[config.mk]
export PLATFORM = sky130hd
export DESIGN_NAME = atd_exec
export DESIGN_NICKNAME = d
export VERILOG_FILES = /design/src/common/atd_pkg.sv /design/src/hw/atd_exec.sv
export SDC_FILE = /design/constraint.sdc
export NUM_CORES = 1
export LEC_CHECK = 0
export BUFFER_PORTS_ARGS = -buffer_cell sky130_fd_sc_hd__buf_4
export CORE_ASPECT_RATIO = 1.75
export CORE_MARGIN = 2
export CORE_UTILIZATION = 50
export CTS_CLUSTER_SIZE = 25
export DETAILED_ROUTE_END_ITERATION = 12
export GPL_ROUTABILITY_DRIVEN = 0
export PLACE_DENSITY_LB_ADDON = 0.05
export SLEW_MARGIN = 20
export SYNTH_ARGS = -nofsm -noshare
export SYNTH_HDL_FRONTEND = slang
export SYNTH_SLANG_ARGS = --single-unit
[constraint.sdc]
create_clock -name aclk -period 6.3 [get_ports aclk]
set_input_delay 0.945 -clock aclk [delete_from_list [all_inputs] [get_ports aclk]]
set_output_delay 0.945 -clock aclk [all_outputs]
set_load 0.005 [all_outputs]
[src/common/atd_pkg.sv]
// Purpose: Shared constants and types for the asynchronous descriptor executor.
// Assumes: 32-bit AXI4-Lite register access, one descriptor held in four words.
// Notes: Field positions are bit positions inside each 32-bit descriptor word.
package atd_pkg;

  // ---------------------------------------------------------------
  // Register byte offsets
  // ---------------------------------------------------------------
  localparam logic [7:0] OFS_WORD0 = 8'h00;
  localparam logic [7:0] OFS_WORD1 = 8'h04;
  localparam logic [7:0] OFS_WORD2 = 8'h08;
  localparam logic [7:0] OFS_WORD3 = 8'h0c;
  localparam logic [7:0] OFS_STATUS = 8'h10;
  localparam logic [7:0] OFS_CPU_ADDR = 8'h14;

  // ---------------------------------------------------------------
  // Field positions
  // ---------------------------------------------------------------
  localparam int W0_VALID = 0;
  localparam int W0_LEN_LO = 3;
  localparam int W0_MAXPKT_LO = 18;
  localparam int W0_MULT_LO = 29;
  localparam int W0_EP_LOW = 31;
  localparam int W1_EP_HI_LO = 0;
  localparam int W1_FUNC_LO = 3;
  localparam int W1_TOKEN_LO = 10;
  localparam int W1_KIND_LO = 12;
  localparam int W1_SPLIT = 14;
  localparam int W2_PTR_LO = 8;
  localparam int W2_RELOAD_LO = 25;
  localparam int W3_DONE_LO = 0;
  localparam int W3_NAK_LO = 19;
  localparam int W3_RETRY_LO = 23;
  localparam int W3_XERR = 28;
  localparam int W3_ACTIVE = 31;

  // ---------------------------------------------------------------
  // Encodings, reset values and address mapping
  // ---------------------------------------------------------------
  localparam logic [1:0] KIND_CONTROL = 2'h0;
  localparam logic [1:0] KIND_BULK = 2'h2;
  localparam logic [1:0] TOKEN_OUT = 2'h0;
  localparam logic [1:0] TOKEN_IN = 2'h1;
  localparam logic [1:0] TOKEN_SETUP = 2'h2;
  localparam logic [1:0] TOKEN_PING = 2'h3;
  localparam logic [1:0] RESP_OKAY = 2'h0;
  localparam logic [1:0] RESP_SLVERR = 2'h2;
  localparam logic [31:0] CPU_MEM_BASE = 32'h0000_0400;
  localparam int CPU_ADDR_SHIFT = 3;
  localparam logic [31:0] WORD_RESET = 32'h0000_0000;

  typedef enum logic [1:0] {
    ST_IDLE = 2'b01,
    ST_WAIT = 2'b10
  } atd_state_t;

  typedef struct packed {
    logic split;
    logic [1:0] kind;
    logic [1:0] token;
    logic [6:0] function_bus_id;
    logic [3:0] endpoint_number;
    logic [15:0] payload_start_pointer;
    logic [14:0] length;
  } atd_cmd_t;

  typedef struct packed {
    logic ack;
    logic nak;
    logic pid_err;
    logic fail;
    logic [14:0] bytes;
  } atd_res_t;

endpackage

[src/hw/atd_exec.sv]
// Purpose: Executes one asynchronous host transfer descriptor held in registers.
// Assumes: A packet engine on aclk takes xfer_cmd while xfer_req is high and
//   answers with a one-cycle xfer_done pulse carrying xfer_res.
// Notes: Descriptor words are writable only while the executor is idle.
//   Status reads back busy, valid and ended-with-error in bits 0 to 2.
//
// Design decisions made here: the register addresses and the AXI4-Lite slave port.
`timescale 1ns/1ps

module atd_exec (
  input wire logic aclk,
  input wire logic aresetn,
  input wire logic [7:0] s_axi_awaddr,
  input wire logic s_axi_awvalid,
  output logic s_axi_awready,
  input wire logic [31:0] s_axi_wdata,
  input wire logic [3:0] s_axi_wstrb,
  input wire logic s_axi_wvalid,
  output logic s_axi_wready,
  output logic [1:0] s_axi_bresp,
  output logic s_axi_bvalid,
  input wire logic s_axi_bready,
  input wire logic [7:0] s_axi_araddr,
  input wire logic s_axi_arvalid,
  output logic s_axi_arready,
  output logic [31:0] s_axi_rdata,
  output logic [1:0] s_axi_rresp,
  output logic s_axi_rvalid,
  input wire logic s_axi_rready,
  output logic xfer_req,
  output atd_pkg::atd_cmd_t xfer_cmd,
  input wire logic xfer_done,
  input wire atd_pkg::atd_res_t xfer_res
);

  // ---------------------------------------------------------------
  // State
  // ---------------------------------------------------------------
  typedef struct packed {
    atd_pkg::atd_state_t st;
    logic [3:0][31:0] dw;
    logic [31:0] cpu_addr;
    logic [1:0] pkt_cnt;
    logic ended_err;
    logic aw_got;
    logic w_got;
    logic [7:0] waddr;
    logic [31:0] wdata;
    logic [3:0] wstrb;
    logic awready;
    logic wready;
    logic bvalid;
    logic [1:0] bresp;
    logic arready;
    logic rvalid;
    logic [31:0] rdata;
    logic [1:0] rresp;
    logic req;
    atd_pkg::atd_cmd_t cmd;
  } atd_regs_t;

  // Ready lines leave reset high so the first request is taken at once.
  localparam atd_regs_t REGS_RESET = '{
    st: atd_pkg::ST_IDLE,
    dw: {4{atd_pkg::WORD_RESET}},
    cpu_addr: atd_pkg::WORD_RESET,
    pkt_cnt: 2'h0,
    ended_err: 1'b0,
    aw_got: 1'b0,
    w_got: 1'b0,
    waddr: 8'h00,
    wdata: atd_pkg::WORD_RESET,
    wstrb: 4'h0,
    awready: 1'b1,
    wready: 1'b1,
    bvalid: 1'b0,
    bresp: atd_pkg::RESP_OKAY,
    arready: 1'b1,
    rvalid: 1'b0,
    rdata: atd_pkg::WORD_RESET,
    rresp: atd_pkg::RESP_OKAY,
    req: 1'b0,
    cmd: '0
  };

  atd_regs_t s_r;
  atd_regs_t s_nxt;

  // ---------------------------------------------------------------
  // Helpers
  // ---------------------------------------------------------------
  function automatic logic [31:0] merge_bytes(input logic [31:0] old_v,
                                              input logic [31:0] new_v,
                                              input logic [3:0] strb);
    logic [31:0] r;
    r = old_v;
    // Only byte lanes with their strobe set are replaced.
    for (int i = 0; i < 4; i++) begin
      if (strb[i]) begin
        r[8*i +: 8] = new_v[8*i +: 8];
      end
    end
    return r;
  endfunction

  function automatic logic [15:0] cpu_to_ram(input logic [31:0] cpu);
    logic [31:0] d;
    // An address below the shared memory base wraps; software must stay above it.
    d = cpu - atd_pkg::CPU_MEM_BASE;
    return d[atd_pkg::CPU_ADDR_SHIFT +: 16];
  endfunction

  // Builds the packet command for the next packet of the descriptor.
  function automatic atd_pkg::atd_cmd_t build_cmd(input logic [3:0][31:0] dw);
    atd_pkg::atd_cmd_t c;
    logic [14:0] done;
    logic [14:0] remain;
    logic [14:0] maxp;
    done = dw[3][atd_pkg::W3_DONE_LO +: 15];
    remain = dw[0][atd_pkg::W0_LEN_LO +: 15] - done;
    maxp = {4'h0, dw[0][atd_pkg::W0_MAXPKT_LO +: 11]};
    c.split = dw[1][atd_pkg::W1_SPLIT];
    c.kind = dw[1][atd_pkg::W1_KIND_LO +: 2];
    c.token = dw[1][atd_pkg::W1_TOKEN_LO +: 2];
    c.function_bus_id = dw[1][atd_pkg::W1_FUNC_LO +: 7];
    c.endpoint_number = {dw[1][atd_pkg::W1_EP_HI_LO +: 3], dw[0][atd_pkg::W0_EP_LOW]};
    c.payload_start_pointer = dw[2][atd_pkg::W2_PTR_LO +: 16] + {4'h0, done[14:3]};
    // Each packet carries the smaller of the bytes left and the packet limit.
    c.length = (remain < maxp) ? remain : maxp;
    return c;
  endfunction

  // ---------------------------------------------------------------
  // Next state
  // ---------------------------------------------------------------
  always_comb begin
    logic [14:0] done_new;
    logic [3:0] nak_new;
    logic [1:0] retry;
    logic [1:0] mult;
    logic [3:0] reload;
    logic [1:0] pkt_new;
    logic [7:0] ra;
    done_new = 15'h0000;
    nak_new = 4'h0;
    retry = s_r.dw[3][atd_pkg::W3_RETRY_LO +: 2];
    mult = s_r.dw[0][atd_pkg::W0_MULT_LO +: 2];
    reload = s_r.dw[2][atd_pkg::W2_RELOAD_LO +: 4];
    pkt_new = s_r.pkt_cnt + 2'h1;
    ra = s_axi_araddr;
    // Every field keeps its value unless a branch below changes it.
    s_nxt = s_r;

    // Write address and data are taken in either order.
    if (s_axi_awvalid && s_r.awready) begin
      s_nxt.aw_got = 1'b1;
      s_nxt.waddr = s_axi_awaddr;
    end
    if (s_axi_wvalid && s_r.wready) begin
      s_nxt.w_got = 1'b1;
      s_nxt.wdata = s_axi_wdata;
      s_nxt.wstrb = s_axi_wstrb;
    end
    if (s_r.bvalid && s_axi_bready) begin
      s_nxt.bvalid = 1'b0;
    end
    if (s_r.aw_got && s_r.w_got && !s_r.bvalid) begin
      s_nxt.aw_got = 1'b0;
      s_nxt.w_got = 1'b0;
      s_nxt.bvalid = 1'b1;
      s_nxt.bresp = atd_pkg::RESP_OKAY;
      if (s_r.st != atd_pkg::ST_IDLE) begin
        // Descriptor is locked while a packet is outstanding.
        s_nxt.bresp = atd_pkg::RESP_SLVERR;
      end else if (s_r.waddr[7:4] == 4'h0 && s_r.waddr[1:0] == 2'h0) begin
        s_nxt.dw[s_r.waddr[3:2]] = merge_bytes(s_r.dw[s_r.waddr[3:2]], s_r.wdata,
                                               s_r.wstrb);
        if (s_r.waddr == atd_pkg::OFS_WORD0) begin
          s_nxt.ended_err = 1'b0;
        end
      end else if (s_r.waddr == atd_pkg::OFS_CPU_ADDR) begin
        s_nxt.cpu_addr = merge_bytes(s_r.cpu_addr, s_r.wdata, s_r.wstrb);
        // Writing a processor address loads the mapped pointer.
        s_nxt.dw[2][atd_pkg::W2_PTR_LO +: 16] = cpu_to_ram(s_nxt.cpu_addr);
      end else if (s_r.waddr != atd_pkg::OFS_STATUS) begin
        s_nxt.bresp = atd_pkg::RESP_SLVERR;
      end else begin
        s_nxt.bresp = atd_pkg::RESP_SLVERR;
      end
    end
    // Each ready line stays low from its own take until the write response is accepted.
    s_nxt.awready = !s_nxt.aw_got && !s_nxt.bvalid;
    s_nxt.wready = !s_nxt.w_got && !s_nxt.bvalid;

    // Read channel.
    if (s_axi_arvalid && s_r.arready) begin
      s_nxt.arready = 1'b0;
      s_nxt.rvalid = 1'b1;
      s_nxt.rresp = atd_pkg::RESP_OKAY;
      if (ra[7:4] == 4'h0 && ra[1:0] == 2'h0) begin
        s_nxt.rdata = s_r.dw[ra[3:2]];
      end else if (ra == atd_pkg::OFS_STATUS) begin
        // Bit 0 busy, bit 1 valid, bit 2 ended with error.
        s_nxt.rdata = {29'h0, s_r.ended_err, s_r.dw[0][atd_pkg::W0_VALID],
                       s_r.st == atd_pkg::ST_WAIT};
      end else if (ra == atd_pkg::OFS_CPU_ADDR) begin
        s_nxt.rdata = s_r.cpu_addr;
      end else begin
        s_nxt.rdata = atd_pkg::WORD_RESET;
        s_nxt.rresp = atd_pkg::RESP_SLVERR;
      end
    end
    if (s_r.rvalid && s_axi_rready) begin
      s_nxt.rvalid = 1'b0;
      s_nxt.arready = 1'b1;
    end

    // Descriptor execution.
    unique case (s_r.st)
      atd_pkg::ST_IDLE: begin
        // A descriptor still valid after a pass is launched again from here.
        if (s_r.dw[0][atd_pkg::W0_VALID]) begin
          s_nxt.cmd = build_cmd(s_r.dw);
          s_nxt.req = 1'b1;
          s_nxt.st = atd_pkg::ST_WAIT;
        end
      end
      atd_pkg::ST_WAIT: begin
        // A done pulse without ack, nak or error leaves the descriptor as it was.
        if (xfer_done) begin
          s_nxt.req = 1'b0;
          s_nxt.st = atd_pkg::ST_IDLE;
          s_nxt.pkt_cnt = 2'h0;
          if (xfer_res.ack) begin
            done_new = s_r.dw[3][atd_pkg::W3_DONE_LO +: 15] + xfer_res.bytes;
            s_nxt.dw[3][atd_pkg::W3_DONE_LO +: 15] = done_new;
            s_nxt.dw[3][atd_pkg::W3_NAK_LO +: 4] = reload;
            // A multiplier of zero acts as one, so each pass then holds one packet.
            if (done_new >= s_r.dw[0][atd_pkg::W0_LEN_LO +: 15]) begin
              s_nxt.dw[0][atd_pkg::W0_VALID] = 1'b0;
              s_nxt.dw[3][atd_pkg::W3_ACTIVE] = 1'b0;
            end else if (pkt_new < mult) begin
              // Next packet of the same pass.
              s_nxt.pkt_cnt = pkt_new;
              s_nxt.cmd = build_cmd(s_nxt.dw);
              s_nxt.req = 1'b1;
              s_nxt.st = atd_pkg::ST_WAIT;
            end
          end else if (xfer_res.nak) begin
            if (reload != 4'h0) begin
              // A tally already at zero stays there rather than wrapping round.
              if (s_r.dw[3][atd_pkg::W3_NAK_LO +: 4] != 4'h0) begin
                nak_new = s_r.dw[3][atd_pkg::W3_NAK_LO +: 4] - 4'h1;
              end
              s_nxt.dw[3][atd_pkg::W3_NAK_LO +: 4] = nak_new;
              if (nak_new == 4'h0) begin
                s_nxt.dw[0][atd_pkg::W0_VALID] = 1'b0;
              end
            end
          end else if (xfer_res.pid_err || xfer_res.fail) begin
            // Valid and active drop only once the retry budget is spent.
            if (xfer_res.pid_err) begin
              s_nxt.dw[3][atd_pkg::W3_XERR] = 1'b1;
            end
            if (retry == 2'h0) begin
              s_nxt.dw[0][atd_pkg::W0_VALID] = 1'b0;
              s_nxt.dw[3][atd_pkg::W3_ACTIVE] = 1'b0;
              s_nxt.dw[3][atd_pkg::W3_XERR] = 1'b1;
              s_nxt.ended_err = 1'b1;
            end else begin
              s_nxt.dw[3][atd_pkg::W3_RETRY_LO +: 2] = retry - 2'h1;
            end
          end
        end
      end
      default: begin
        // An illegal state code falls back to idle with no request.
        s_nxt.st = atd_pkg::ST_IDLE;
        s_nxt.req = 1'b0;
      end
    endcase
  end

  // ---------------------------------------------------------------
  // Registers and outputs
  // ---------------------------------------------------------------
  // Synchronous reset returns every field to its reset value on one edge.
  always_ff @(posedge aclk) begin
    if (!aresetn) begin
      s_r <= REGS_RESET;
    end else begin
      s_r <= s_nxt;
    end
  end

  assign s_axi_awready = s_r.awready;
  assign s_axi_wready = s_r.wready;
  assign s_axi_bresp = s_r.bresp;
  assign s_axi_bvalid = s_r.bvalid;
  assign s_axi_arready = s_r.arready;
  assign s_axi_rdata = s_r.rdata;
  assign s_axi_rresp = s_r.rresp;
  assign s_axi_rvalid = s_r.rvalid;
  assign xfer_req = s_r.req;
  assign xfer_cmd = s_r.cmd;

endmodule

==> impl_metrics.csv <==
group,metric,value,unit
worst_setup_path,cp-start-kind,"flop",
place,dpl.hpwl,51600,um
sta,slew_viol_final,0,
die,die_y,261,um
sta,max_freq,0.171,GHz
sta,relSlewSlack,16.8,%
worst_setup_path,cp.required,6810,ps
worst_setup_path,slowest_stage,"or4_1",
clocking,cts.htree.levels,1,
route,antenna_left,0,
die,rows,94,
clocking,path_clk_slew,70,ps
sta,finClkSkew,9.80,ps
global_route,grtUsageTotal,33.6,%
logic_synthesis,async_reset_ff_share,0,%
route,drc_errors,0,
place,io_buffers,165,
logic_synthesis,synth_edf_count,0,
clocking,clkSinkCount,298,
clocking,cts_tree,"done",
worst_setup_path,r2r_setup_slack,470,ps
sta,hold_viol,0,
finish,n_antenna_cell,0,
pwr,ir_drop,171,uV
die,io_pins,168,
worst_setup_path,crit_type,"flop to flop",
finish,fill_cells,3532,
clocking,cts-buffers-inserted,29,
worst_setup_path,cp.buffers_inverters,2,
sta,tns,0,ps
worst_hold_path,hp-class,"flop to flop",
logic_synthesis,synth.avg_cell_area,8.29,sq um
finish,syn2layout_area_growth,11.6,%
logic_synthesis,synth_cell_types,81,
logic_synthesis,synthFlopType,"dfxtp_1",
status,status,"finished, final reports clean",
logic_synthesis,ys_warn_count,0,
logic_synthesis,synth_seq_area_share,31.6,%
route,num_vias,17600,
global_route,grt_max_degree,104,
clocking,postCtsHoldBufs,0,
sta,period_share,92.6,%
route,dr.pass1.iters,6,
clocking,clock-root-buffer,"clkbuf_16",
worst_setup_path,path_delay_family,"compound AO/OA/AOI/OAI gates",
worst_setup_path,end_kind,"flop",
sta,rsz0062_at_grt,"no",
finish,fin_nets,2499,
sta,fin_hold_ws,455,ps
die,core_area,37400,sq um
flow_run,cap_violations,0,
sta,period_needed,5830,ps
clocking,cts.path.max_buffers,3,
global_route,grt_pass1_wl,100000,um
die,die_w,151,um
pwr,power_density,266,nW/um^2
die,start_util,50.5,%
die,die-area,39400,sq um
logic_synthesis,yosys_register_bits,298,
sta,finalSetupViolations,0,
global_route,grt_remaining_overflow,0,
clocking,postCtsResizedCells,0,
route,viasPerCell,6.24,
logic_synthesis,synth_area,18900,sq um
route,drt_wl_total,67300,um
worst_setup_path,arrival,6340,ps
worst_setup_path,crit_path_max_fanout,22,
global_route,antenna_found_initial,1,
worst_setup_path,cpPeakStageDelay,580,ps
sta,worstMarginPinSlew,1240,ps
logic_synthesis,synth_cells,2279,
route,drtIter0Drc,1414,
pwr,p_leak,8.07,nW
clocking,insertion_delay,580,ps
global_route,grt_pass1_vias,16700,
route,routedWlPerCell,23.9,um
finish,layout-drive-gt1-share,16.7,%
[cell families (layout without fill, tap and decap cells)]
| family | Yosys count | after routing | synth area share, % |
|---|---|---|---|
| AND/OR/NAND/NOR | 771 | 771 | 18.5 |
| adder cells (fa/ha/maj) | 110 | 110 | 7.47 |
| AO/OA/AOI/OAI | 578 | 578 | 19.9 |
| other | 1 | 2 | 0.0198 |
| flip-flops | 298 | 298 | 31.6 |
| XOR/XNOR | 62 | 62 | 2.95 |
| buffers and inverters | 328 | 382 | 8.22 |
| multiplexers | 131 | 131 | 11.3 |
[cell usage in the layout (no fill, tap or decap), drive strengths merged, types with 43 or more instances in the layout]
| cell type | n |
|---|---|
| ha | 104 |
| buf | 225 |
| mux4 | 64 |
| nor3 | 78 |
| dfxtp | 298 |
| nand3 | 43 |
| a211oi | 93 |
| a21oi | 195 |
| o21ai | 95 |
| inv | 103 |
| nand2 | 221 |
| nor2 | 287 |
| mux2i | 51 |
[Yosys cell counts, types with 9 or more instances]
cell type | number | area share, %
buf_4 | 83 | 3.3
xnor2_1 | 42 | 1.9
nand3_1 | 43 | 1.1
ha_1 | 104 | 6.9
mux2i_1 | 51 | 2.7
a21o_1 | 21 | 0.83
inv_1 | 101 | 2.0
dfxtp_1 | 298 | 32
clkbuf_1 | 125 | 2.5
or3_1 | 19 | 0.63
a221oi_1 | 42 | 1.9
a21oi_1 | 195 | 5.2
and3_1 | 10 | 0.33
and2_1 | 27 | 0.89
buf_1 | 14 | 0.28
xor2_1 | 19 | 0.88
nor2_1 | 287 | 5.7
a31oi_1 | 9 | 0.30
o21a_1 | 15 | 0.60
nor3_1 | 78 | 2.1
a211oi_1 | 92 | 3.7
mux2_2 | 14 | 0.83
o211ai_1 | 24 | 0.95
nand2b_1 | 10 | 0.33
o21ai_0 | 95 | 2.5
nand2_1 | 221 | 4.4
or4b_1 | 9 | 0.48
nor2b_1 | 16 | 0.53
mux4_2 | 64 | 7.6
[through the flow]
step	area [sq um]	total power, mW	cells	worst slack [ps]	utilization (%)
global route	21100	5.86	2814	119	56.4
finish	21100	5.62	2814	466	56.4
CTS	21100	5.63	2813	136	56.4
global placement	20100	3.74	2759	345	53.7
floorplan	18900	3.25	2280	50.0	-
detailed placement	20100	3.77	2759	55.1	53.7
[tightest hold or removal path: stages, from the launching register on]
cell and delay [ps]:
dfxtp_1 310, nand2_1 50, a21oi_1 50
[path summary, 6_finish.rpt]
path	startpoint	end	depth (start not counted)
worst max-delay path	s_r[299]$_SDFFE_PN0P_	xfer_cmd[1]$_SDFFE_PN0P_	25
worst min-delay path	flop	flop	2
worst max register to register	s_r[299]$_SDFFE_PN0P_	xfer_cmd[1]$_SDFFE_PN0P_	25
worst min register to register	flop	flop	2
[report_power, final]
group / leakage (nW) / internal [mW] / total (mW) / switching (mW)
Clock: 0.484 / 1.06 / 1.87 / 0.814
Sequential: 2.42 / 2.07 / 2.22 / 0.149
Combinational: 5.16 / 0.645 / 1.52 / 0.879
[layout make-up]
type,count,area (sq um),area share [%]
clock buffer,37,796,3.77
clock inverter,17,206,0.978
inverter,103,392,1.86
multi-input combinational,1654,11400,54.1
sequential,298,5970,28.3
tap,480,601,2.85
timing repair buffer,225,1710,8.12
[layer usage]
layer	global-route usage, %	wire length, um	up-vias	share of wire (%)
met5	0	9	-	0.013
met4	21.5	5120	2	7.6
met3	3.87	4140	216	6.2
met2	58.0	33100	761	49
met1	39.3	25000	8408	37
li1	-	-	8184	-
[timing repair]
item,4_1_cts,5_1_grt
setup endpoints to repair,0,11
buffers inserted,0,1
endpoints found under the hold margin,0,0
(Power assumes the default switching activity.)
